===== config.mk =====
export PLATFORM = sky130hd
export DESIGN_NAME = hsi_top
export DESIGN_NICKNAME = d
export VERILOG_FILES = /design/src/hw/hsi_pkg.sv /design/src/hw/hsi_reg_if.sv /design/src/hw/hsi_top.sv /design/src/hw/hsi_event_core.sv
export SDC_FILE = /design/constraint.sdc
export NUM_CORES = 1
export LEC_CHECK = 0
export BUFFER_PORTS_ARGS = -buffer_cell sky130_fd_sc_hd__buf_4
export CORE_ASPECT_RATIO = 2
export CORE_UTILIZATION = 30
export CTS_CLUSTER_SIZE = 28
export DETAILED_ROUTE_END_ITERATION = 10
export MAX_ROUTING_LAYER = met4
export PLACE_DENSITY = 0.55
export SYNTH_ARGS = -nofsm -noshare
export SYNTH_HDL_FRONTEND = slang
export SYNTH_SLANG_ARGS = --single-unit

===== constraint.sdc =====
create_clock -name clock -period 6 [get_ports clock]
set_input_delay 0 -clock clock [delete_from_list [all_inputs] [get_ports clock]]
set_output_delay 0 -clock clock [all_outputs]
set_load 0.01 [all_outputs]

===== src/hw/hsi_pkg.sv =====
// Purpose: shared constants for the hub serial interrupt and charger mode block
// Assumes: 8-bit registers reached over the two-wire target port
// Notes:   offsets are the register pointer values used on the serial port
`default_nettype none

package hsi_pkg;

  // --------------------------------------------------------------------------
  // register offsets
  // --------------------------------------------------------------------------
  localparam logic [7:0] OFS_IRQ_STATUS  = 8'hE8;
  localparam logic [7:0] OFS_IRQ_ENABLE  = 8'hE9;
  localparam logic [7:0] OFS_ADDR_LOW    = 8'hEA;
  localparam logic [7:0] OFS_ADDR_HIGH   = 8'hEB;
  localparam logic [7:0] OFS_CHG_MODE    = 8'hEC;

  // --------------------------------------------------------------------------
  // field positions and widths
  // --------------------------------------------------------------------------
  localparam int unsigned NUM_EVENTS     = 5;
  localparam int unsigned BIT_SUMMARY    = 7;
  localparam int unsigned BIT_SUSPEND    = 4;
  localparam int unsigned BIT_CONFIGURED = 3;
  localparam int unsigned BIT_PORT_POWER = 2;
  localparam int unsigned BIT_CHG_FOUND  = 1;
  localparam int unsigned BIT_CHG_DONE   = 0;
  localparam int unsigned BIT_SCAN_EN    = 4;
  localparam int unsigned BIT_SCAN_ENH   = 2;

  // --------------------------------------------------------------------------
  // reset values and writable masks
  // --------------------------------------------------------------------------
  localparam logic [7:0] RST_IRQ_STATUS  = 8'h00;
  localparam logic [4:0] RST_IRQ_ENABLE  = 5'h00;
  localparam logic [7:0] RST_ADDR_LOW    = 8'h08;
  localparam logic [7:0] RST_ADDR_HIGH   = 8'h28;
  localparam logic [7:0] RST_CHG_MODE    = 8'h14;
  localparam logic [7:0] CHG_MODE_WMASK  = 8'h14;
  localparam logic [7:0] ADDR_RSVD_MASK  = 8'h81;

  // --------------------------------------------------------------------------
  // serial port framing
  // --------------------------------------------------------------------------
  localparam logic [3:0] BITS_PER_BYTE   = 4'h8;

endpackage

`default_nettype wire


===== src/hw/hsi_reg_if.sv =====
// Purpose: register access path between the serial engine and the event core
// Assumes: one clock; write is a one-cycle strobe, read data is combinational
// Notes:   read and write addresses are separate so a write never races a read
`default_nettype none

interface hsi_reg_if;
  logic       wr_en;
  logic [7:0] wr_addr;
  logic [7:0] wr_data;
  logic [7:0] rd_addr;
  logic [7:0] rd_data;

  modport bus  (output wr_en, wr_addr, wr_data, rd_addr, input rd_data);
  modport core (input wr_en, wr_addr, wr_data, rd_addr, output rd_data);
endinterface

`default_nettype wire


===== src/hw/hsi_top.sv =====
// Purpose: serial target port with the hub interrupt and charger mode registers
// Assumes: scl and sda pins are slow against the 100 MHz clock
// Notes:   a pointer byte selects the register; it increments per data byte
//
// Function
// - status bit 7 shows pin pulled by event
// - writing 0 to bit 7 releases pin
// - hub entering suspend sets bit 4
// - event flags stay set until cleared
// - write 0 clears flag, write 1 ignored
// - host configuring hub sets bit 3
// - port power register update sets bit 2
// - charger found going low sets bit 1
// - detection complete going high sets bit 0
// - enable bits let events pull pin low
// - address bits 6:1 from low register when select1=0
// - address bits 6:1 from high register when select1=1
// - address lsb follows select0; reserved bits
// - enable bit starts detection on stage entry
// - enhanced bit reverses data line source
// - charger mode register resets to 0x14
// - pin stays event interrupt unless suspend-level chosen
`default_nettype none

module hsi_top
  import hsi_pkg::*;
#(
  parameter logic [7:0] TARGET_ADDR_LOW  = RST_ADDR_LOW,
  parameter logic [7:0] TARGET_ADDR_HIGH = RST_ADDR_HIGH
) (
  // clock and reset
  input  wire logic clock,
  input  wire logic arst_n,
  // serial target port
  input  wire logic scl_in,
  input  wire logic sda_in,
  output logic      sda_out,
  output logic      sda_oe,
  input  wire logic addr_select_0,
  input  wire logic addr_select_1,
  // hub status
  input  wire logic hub_suspended,
  input  wire logic hub_configured,
  input  wire logic port_power_update,
  input  wire logic charger_found_n,
  input  wire logic charger_scan_done,
  input  wire logic charger_scan_stage,
  input  wire logic refclk_wait_stage,
  input  wire logic refclk_present,
  input  wire logic suspend_level_irq_select,
  // interrupt and charger control
  output logic      irq_n,
  output logic      charger_scan_start,
  output logic      charger_scan_enable,
  output logic      data_line_voltage_source
);

  // --------------------------------------------------------------------------
  // elaboration checks
  // --------------------------------------------------------------------------
  if (((TARGET_ADDR_LOW | TARGET_ADDR_HIGH) & ADDR_RSVD_MASK) != 8'h00) begin
    $error("target address registers must keep bits 7 and 0 at zero");
  end

  typedef enum {
    ST_IDLE,
    ST_ADDR,
    ST_ADDR_ACK,
    ST_PTR,
    ST_PTR_ACK,
    ST_WDATA,
    ST_WACK,
    ST_RDATA,
    ST_RACK
  } hsi_phase_t;

  typedef struct packed {
    logic [2:0] scl_sync;
    logic [2:0] sda_sync;
    logic [1:0] asel0_sync;
    logic [1:0] asel1_sync;
    hsi_phase_t phase;
    logic [3:0] bitcnt;
    logic [7:0] shreg;
    logic [7:0] ptr;
    logic       rw;
    logic       nack;
    logic       oe;
    logic       drive_level;
    logic       wr_en;
    logic [7:0] wr_addr;
    logic [7:0] wr_data;
  } hsi_port_state_t;

  localparam hsi_port_state_t PORT_RST = '{
    scl_sync:    3'h7,
    sda_sync:    3'h7,
    asel0_sync:  2'h0,
    asel1_sync:  2'h0,
    phase:       ST_IDLE,
    bitcnt:      4'h0,
    shreg:       8'h00,
    ptr:         8'h00,
    rw:          1'b0,
    nack:        1'b0,
    oe:          1'b0,
    drive_level: 1'b0,
    wr_en:       1'b0,
    wr_addr:     8'h00,
    wr_data:     8'h00
  };

  hsi_port_state_t q;
  hsi_port_state_t next_q;
  hsi_reg_if       rb ();

  // address registers are constants; the rest come from the event core
  function automatic logic [7:0] read_reg(input logic [7:0] ofs,
                                          input logic [7:0] core_data);
    case (ofs)
      OFS_ADDR_LOW:  read_reg = TARGET_ADDR_LOW & ~ADDR_RSVD_MASK;
      OFS_ADDR_HIGH: read_reg = TARGET_ADDR_HIGH & ~ADDR_RSVD_MASK;
      default:       read_reg = core_data;
    endcase
  endfunction

  // --------------------------------------------------------------------------
  // serial target engine
  // --------------------------------------------------------------------------
  always_comb begin
    logic       scl_rise;
    logic       scl_fall;
    logic       start_cond;
    logic       stop_cond;
    logic       sda_now;
    logic [6:0] my_addr;
    logic [7:0] rdv;
    next_q = q;
    next_q.scl_sync   = {q.scl_sync[1:0], scl_in};
    next_q.sda_sync   = {q.sda_sync[1:0], sda_in};
    next_q.asel0_sync = {q.asel0_sync[0], addr_select_0};
    next_q.asel1_sync = {q.asel1_sync[0], addr_select_1};
    next_q.wr_en      = 1'b0;
    // stage 1 is the synchronised level, stage 2 the previous one
    scl_rise   = q.scl_sync[1] & ~q.scl_sync[2];
    scl_fall   = ~q.scl_sync[1] & q.scl_sync[2];
    start_cond = q.scl_sync[1] & q.scl_sync[2] &
                 q.sda_sync[2] & ~q.sda_sync[1];
    stop_cond  = q.scl_sync[1] & q.scl_sync[2] &
                 ~q.sda_sync[2] & q.sda_sync[1];
    sda_now    = q.sda_sync[1];
    my_addr    = {(q.asel1_sync[1] ? TARGET_ADDR_HIGH[6:1]
                                   : TARGET_ADDR_LOW[6:1]),
                  q.asel0_sync[1]};
    rdv        = read_reg(q.ptr, rb.rd_data);
    if (start_cond) begin
      next_q.phase  = ST_ADDR;
      next_q.bitcnt = 4'h0;
      next_q.oe     = 1'b0;
    end else if (stop_cond) begin
      next_q.phase = ST_IDLE;
      next_q.oe    = 1'b0;
    end else begin
      case (q.phase)
        ST_ADDR, ST_PTR, ST_WDATA: begin
          if (scl_rise) begin
            next_q.shreg  = {q.shreg[6:0], sda_now};
            next_q.bitcnt = q.bitcnt + 4'h1;
          end else if (scl_fall && q.bitcnt == BITS_PER_BYTE) begin
            next_q.bitcnt = 4'h0;
            next_q.oe     = 1'b1;
            if (q.phase == ST_ADDR) begin
              next_q.rw = q.shreg[0];
              if (q.shreg[7:1] == my_addr) begin
                next_q.phase = ST_ADDR_ACK;
              end else begin
                // another target is addressed: stay off the bus
                next_q.phase = ST_IDLE;
                next_q.oe    = 1'b0;
              end
            end else if (q.phase == ST_PTR) begin
              next_q.ptr   = q.shreg;
              next_q.phase = ST_PTR_ACK;
            end else begin
              next_q.wr_en   = 1'b1;
              next_q.wr_addr = q.ptr;
              next_q.wr_data = q.shreg;
              next_q.ptr     = q.ptr + 8'h01;
              next_q.phase   = ST_WACK;
            end
          end
        end
        ST_ADDR_ACK, ST_PTR_ACK, ST_WACK: begin
          if (scl_fall) begin
            next_q.oe = 1'b0;
            if (q.phase == ST_ADDR_ACK && q.rw) begin
              next_q.shreg  = rdv;
              next_q.oe     = ~rdv[7];
              next_q.bitcnt = 4'h1;
              next_q.phase  = ST_RDATA;
            end else if (q.phase == ST_ADDR_ACK) begin
              next_q.phase = ST_PTR;
            end else begin
              next_q.phase = ST_WDATA;
            end
          end
        end
        ST_RDATA: begin
          if (scl_fall) begin
            if (q.bitcnt == BITS_PER_BYTE) begin
              next_q.oe    = 1'b0;
              next_q.ptr   = q.ptr + 8'h01;
              next_q.phase = ST_RACK;
            end else begin
              next_q.oe     = ~q.shreg[6];
              next_q.shreg  = {q.shreg[6:0], 1'b0};
              next_q.bitcnt = q.bitcnt + 4'h1;
            end
          end
        end
        ST_RACK: begin
          if (scl_rise) begin
            next_q.nack = sda_now;
          end else if (scl_fall) begin
            if (q.nack) begin
              // controller is done reading: wait for stop or start
              next_q.phase = ST_IDLE;
            end else begin
              next_q.shreg  = rdv;
              next_q.oe     = ~rdv[7];
              next_q.bitcnt = 4'h1;
              next_q.phase  = ST_RDATA;
            end
          end
        end
        default: begin
          next_q.oe = 1'b0;
        end
      endcase
    end
  end

  always_ff @(posedge clock or negedge arst_n) begin
    if (!arst_n) begin
      q <= PORT_RST;
    end else begin
      q <= next_q;
    end
  end

  // --------------------------------------------------------------------------
  // register path and event core
  // --------------------------------------------------------------------------
  assign rb.wr_en   = q.wr_en;
  assign rb.wr_addr = q.wr_addr;
  assign rb.wr_data = q.wr_data;
  assign rb.rd_addr = q.ptr;

  hsi_event_core u_core (
    .clock                    (clock),
    .arst_n                   (arst_n),
    .rb                       (rb),
    .hub_suspended            (hub_suspended),
    .hub_configured           (hub_configured),
    .port_power_update        (port_power_update),
    .charger_found_n          (charger_found_n),
    .charger_scan_done        (charger_scan_done),
    .charger_scan_stage       (charger_scan_stage),
    .refclk_wait_stage        (refclk_wait_stage),
    .refclk_present           (refclk_present),
    .suspend_level_irq_select (suspend_level_irq_select),
    .irq_n                    (irq_n),
    .charger_scan_start       (charger_scan_start),
    .charger_scan_enable      (charger_scan_enable),
    .charger_scan_enhanced    (data_line_voltage_source)
  );

  // open-drain: the pin is only ever pulled low
  assign sda_out = q.drive_level;
  assign sda_oe  = q.oe;

endmodule

`default_nettype wire


===== src/hw/hsi_event_core.sv =====
// Purpose: sticky event flags, enables, summary interrupt and charger mode
// Assumes: hub event inputs come from logic on the same clock
// Notes:   an event in the cycle of its clearing write keeps its flag set
`default_nettype none

module hsi_event_core
  import hsi_pkg::*;
(
  // clock and reset
  input  wire logic clock,
  input  wire logic arst_n,
  // register path
  hsi_reg_if.core   rb,
  // hub events
  input  wire logic hub_suspended,
  input  wire logic hub_configured,
  input  wire logic port_power_update,
  input  wire logic charger_found_n,
  input  wire logic charger_scan_done,
  input  wire logic charger_scan_stage,
  input  wire logic refclk_wait_stage,
  input  wire logic refclk_present,
  input  wire logic suspend_level_irq_select,
  // outputs
  output logic      irq_n,
  output logic      charger_scan_start,
  output logic      charger_scan_enable,
  output logic      charger_scan_enhanced
);

  typedef struct packed {
    logic [NUM_EVENTS-1:0] flags;
    logic [NUM_EVENTS-1:0] enables;
    logic                  pending;
    logic [7:0]            mode;
    logic                  prev_susp;
    logic                  prev_found_n;
    logic                  prev_done;
    logic                  prev_stage;
    logic                  prev_wait_noref;
    logic                  irq_n;
    logic                  start;
  } hsi_core_state_t;

  localparam hsi_core_state_t CORE_RST = '{
    flags:           RST_IRQ_STATUS[NUM_EVENTS-1:0],
    enables:         RST_IRQ_ENABLE,
    pending:         RST_IRQ_STATUS[BIT_SUMMARY],
    mode:            RST_CHG_MODE,
    prev_susp:       1'b0,
    prev_found_n:    1'b1,
    prev_done:       1'b0,
    prev_stage:      1'b0,
    prev_wait_noref: 1'b0,
    irq_n:           1'b1,
    start:           1'b0
  };

  hsi_core_state_t q;
  hsi_core_state_t next_q;

  // --------------------------------------------------------------------------
  // next state
  // --------------------------------------------------------------------------
  always_comb begin
    logic [NUM_EVENTS-1:0] ev;
    logic [NUM_EVENTS-1:0] clr;
    logic                  pclr;
    logic                  wait_noref;
    ev         = '0;
    clr        = '0;
    pclr       = 1'b0;
    wait_noref = refclk_wait_stage & ~refclk_present;
    next_q     = q;
    ev[BIT_SUSPEND]    = hub_suspended & ~q.prev_susp;
    ev[BIT_CONFIGURED] = hub_configured;
    ev[BIT_PORT_POWER] = port_power_update;
    ev[BIT_CHG_FOUND]  = q.prev_found_n & ~charger_found_n;
    ev[BIT_CHG_DONE]   = charger_scan_done & ~q.prev_done;
    if (rb.wr_en) begin
      case (rb.wr_addr)
        OFS_IRQ_STATUS: begin
          clr  = ~rb.wr_data[NUM_EVENTS-1:0];
          pclr = ~rb.wr_data[BIT_SUMMARY];
        end
        OFS_IRQ_ENABLE: begin
          next_q.enables = rb.wr_data[NUM_EVENTS-1:0];
        end
        OFS_CHG_MODE: begin
          next_q.mode = rb.wr_data & CHG_MODE_WMASK;
        end
        default: begin
        end
      endcase
    end
    // set wins over clear so no event is lost
    next_q.flags   = (q.flags & ~clr) | ev;
    next_q.pending = (q.pending & ~pclr) | (|(ev & q.enables));
    // with suspend-level select low, summary bit and pin move together
    next_q.irq_n = suspend_level_irq_select ? ~hub_suspended
                                            : ~next_q.pending;
    next_q.start = q.mode[BIT_SCAN_EN] &
                   ((charger_scan_stage & ~q.prev_stage) |
                    (wait_noref & ~q.prev_wait_noref));
    next_q.prev_susp       = hub_suspended;
    next_q.prev_found_n    = charger_found_n;
    next_q.prev_done       = charger_scan_done;
    next_q.prev_stage      = charger_scan_stage;
    next_q.prev_wait_noref = wait_noref;
  end

  always_ff @(posedge clock or negedge arst_n) begin
    if (!arst_n) begin
      q <= CORE_RST;
    end else begin
      q <= next_q;
    end
  end

  // --------------------------------------------------------------------------
  // read data and outputs
  // --------------------------------------------------------------------------
  always_comb begin
    case (rb.rd_addr)
      OFS_IRQ_STATUS: rb.rd_data = {q.pending, 2'h0, q.flags};
      OFS_IRQ_ENABLE: rb.rd_data = {3'h0, q.enables};
      OFS_CHG_MODE:   rb.rd_data = q.mode;
      default:        rb.rd_data = 8'h00;
    endcase
  end

  assign irq_n                 = q.irq_n;
  assign charger_scan_start    = q.start;
  assign charger_scan_enable   = q.mode[BIT_SCAN_EN];
  assign charger_scan_enhanced = q.mode[BIT_SCAN_ENH];

endmodule

`default_nettype wire


==> summary.md <==
| Metric | Value |
|---|---|
| Post-DP Area | `3892 um^2` |
| Largest net degree at the start of global routing | `73` |
| Ordered cell list for the critical path | `or2_2, a21oi_2, inv_1, a211o_1, nor3b_1, a221o_1` |
| Slew at the pin closest to its max-slew limit | `0.9137 ns` |
| Skew final | `0.006233 ns` |
| DRT iter0 DRCs | `127` |
| Vias per Instance | `5.236` |
| Area growth, synth to finish | `19.98%` |
| Sink Count | `72` |
| RD Place Congestion | `0.8478` |
| # setup viols final | `0` |
| Worst-path fanout max | `21` |
| Vias in the first global route | `2874` |
| Static Leak | `1.892 nW` |
| Period utilization | `45.56%` |
| Reg2reg path depth | `6` |
| Io pins | `21` |
| Relative slew margins | `39.09%` |
| Worst EP required | `6.27 ns` |
| Result of the run | `finished clean` |
| Critical path launch point | `q[43]` |
| DR pass1 iterations | `5` |
| Overall global routing resource usage | `16.11%` |
| Final min period | `2.733 ns` |
| ANT cells | `0` |
| Clock tree from TritonCTS | `built` |
| Syn. warnings | `0` |
| Post-synth EDFFs | `0` |
| End of the worst hold path | `u_core.charger_scan_start` |
| Most frequent cells in the layout | `62 x dfrtp_1, 30 x o21ai_0, 30 x nand2_1, 29 x mux2_2, 28 x nor2_1` |
| Die H | `157.7 um` |
| Synth Flop Type | `dfrtp_1` |
| Final Cell Area | `4365 um^2` |
| Worst-path clk slew | `0.05 ns` |
| CTS buffer count | `9` |
| Postcts setup bufs | `0` |
| Initial antenna violation count | `0` |
| Share of cells above drive strength 1 | `21.30%` |
| Residual DRC | `0` |
| Distinct cells, synth | `57` |
| Cells after Synth | `349` |
| Max Clock Freq | `0.3658 GHz` |
| Maximum clock insertion buffer count | `2` |
| CP endpoint kind | `flop` |
| Mapped cell area | `3638 um^2` |
| Setup CP Type | `reg2reg` |
| Rows | `56` |
| Syn Nets | `370` |
| Final Slew Violations | `0` |
| Final hold viol count | `0` |
| Sequential area share after synthesis | `49.86%` |
| Hold Path Origin | `refclk_wait_stage` |
| Worst hold stages | `4` |
| First-pass GRT wire length | `14700 um` |
| Initial Utilization | `30.91%` |
| R2R Setup Slk | `3.27 ns` |
| Reg2reg end | `q[39]` |
| Root cell of the clock tree | `clkbuf_16` |
| Pwr dens | `294.8 nW/um^2` |
| Post-Syn Area per Cell | `10.43 um^2` |
| Port buffer count | `19` |
| Async SR Flop Fraction | `100.0%` |
| Critical path arrival | `3.00 ns` |
| Gr ovfl total | `0` |
| Yosys reg bits | `72` |
| Final net count | `401` |
| Worst VDD drop | `163.5 uV` |
| Worst Path Buf+Inv | `1` |
| Most common cell after layout, fill and taps aside | `dfrtp_1` |
| RSZ-0062 raised after global routing | `no` |
| Hold Crit Class | `in2reg` |
| Post-route ant nets | `0` |
| Final Power | `1.287 mW` |
| Max H-tree Level | `3` |
| Clock Latency Late Sink | `0.34 ns` |
| DP HPWL | `6528 um` |
| Die Area | `12600 um^2` |
| CP delay by family, top | `compound AO/OA/AOI/OAI gates` |
| Startpoint Class | `flop` |
| Setup TNS | `0 ns` |
| DR vias | `2775` |
| DR WL/cell | `16.57 um` |
| Max Cap Viol | `0` |
| Placeable Area | `11770 um^2` |
| CP max stage cell | `dfrtp_1` |
| Die X | `79.87 um` |
| Reg2reg start | `q[43]` |
| Slowest stage delay, CP | `0.64 ns` |
| Final WL | `8784 um` |
-- worst max-delay path by stage --
stage	to	depth (start not counted)	slack, ns
6_report	q[39]	6	3.27
5_1_grt	q[39]	6	3.09
4_1_cts	q[39]	6	3.27
3_5_place_dp	q[39]	6	3.29
3_3_place_gp	q[30]	6	3.37
2_1_floorplan	q[29]	5	3.95
-- area by class of cell --
cell class,count,area [um^2]
repair buffers,33,282.8
multi-input cells,248,1694
fillers,1213,7406
clock buffers,12,256.5
flip-flops and latches,72,1814
inverters,16,60.06
clock inverters,4,76.32
well taps,145,181.4
-- sequential cells by signal, indices dropped and copies added, names as in the netlist, 6 cells and up --
name,flops
next_q,6
q,22
rb.rd_addr,8
rb.wr_addr,8
rb.wr_data,6
u_core.q,16
-- layer usage --
layer  global-route usage, %  up-vias  part of all wire [%]
li1                        -     1325                     -
met1                   15.25     1366                    36
met2                   29.26       56                    56
met3                   2.594       28                   2.5
met4                   10.54        0                   5.1
met5                       -        -                     0
-- power by group --
group	switching (mW)	leakage [nW]	total, mW	internal, mW
logic	0.0572	0.832	0.122	0.0650
clock network	0.201	0.159	0.588	0.387
registers	0.0538	0.901	0.577	0.523
-- worst reg2reg max path, cell delays in order, from the launching register on --
cell and delay (ns):
dfrtp_1 0.64, or2_2 0.46, a21oi_2 0.54, inv_1 0.19, a211o_1 0.38, nor3b_1 0.26
a221o_1 0.19
-- what timing repair did --
item | in CTS | in global routing
resized for setup | 0 | 0
hold buffers | 14 | 0
hold endpoints to repair | 77 | 0
-- synthesized netlist by cell type, types with 3 or more instances --
cell type / count / area (um^2)
clkbuf_1: 5 / 18.77
xnor2_1: 4 / 35.03
nand3_1: 9 / 45.04
o21ai_0: 30 / 150.1
nor3b_1: 5 / 37.54
mux2_2: 29 / 326.6
nor3_1: 7 / 35.03
nand2b_1: 6 / 37.54
buf_2: 5 / 25.02
a21oi_1: 13 / 65.06
nand2_1: 30 / 112.6
a211o_1: 3 / 26.28
a22oi_1: 6 / 45.04
dfstp_2: 10 / 262.8
inv_1: 16 / 60.06
mux2i_1: 3 / 30.03
ha_1: 6 / 75.07
nor2_1: 28 / 105.1
a31oi_1: 3 / 18.77
nand3b_1: 5 / 37.54
nor2b_1: 8 / 50.05
o22a_1: 6 / 52.55
nand4_1: 4 / 25.02
a32oi_1: 3 / 26.28
dfrtp_1: 62 / 1551
-- kinds of logic after synthesis --
family / count (synthesis) / synth area share, %
other cells: 1 / 0.1031
simple gates: 117 / 17.02
xor+xnor: 4 / 0.9628
mux: 32 / 9.800
compound gates: 88 / 16.61
fa+ha+maj: 6 / 2.063
buf+inv: 29 / 3.576
flops: 72 / 49.86
-- stage by stage --
step / setup WS [ns] / cells / util, % / hold WS, ns
after detailed placement: 3.289 / 500 / 33.07 / 0.1093
after floorplan: 3.950 / 349 / - / -0.2956
final: 3.267 / 530 / 37.09 / 0.1884
after CTS: 3.273 / 530 / 37.09 / 0.1926
after global routing: 3.089 / 530 / 37.09 / 0.2291
after global placement: 3.368 / 500 / 33.07 / 0.1103
(Power assumes the default switching activity.)
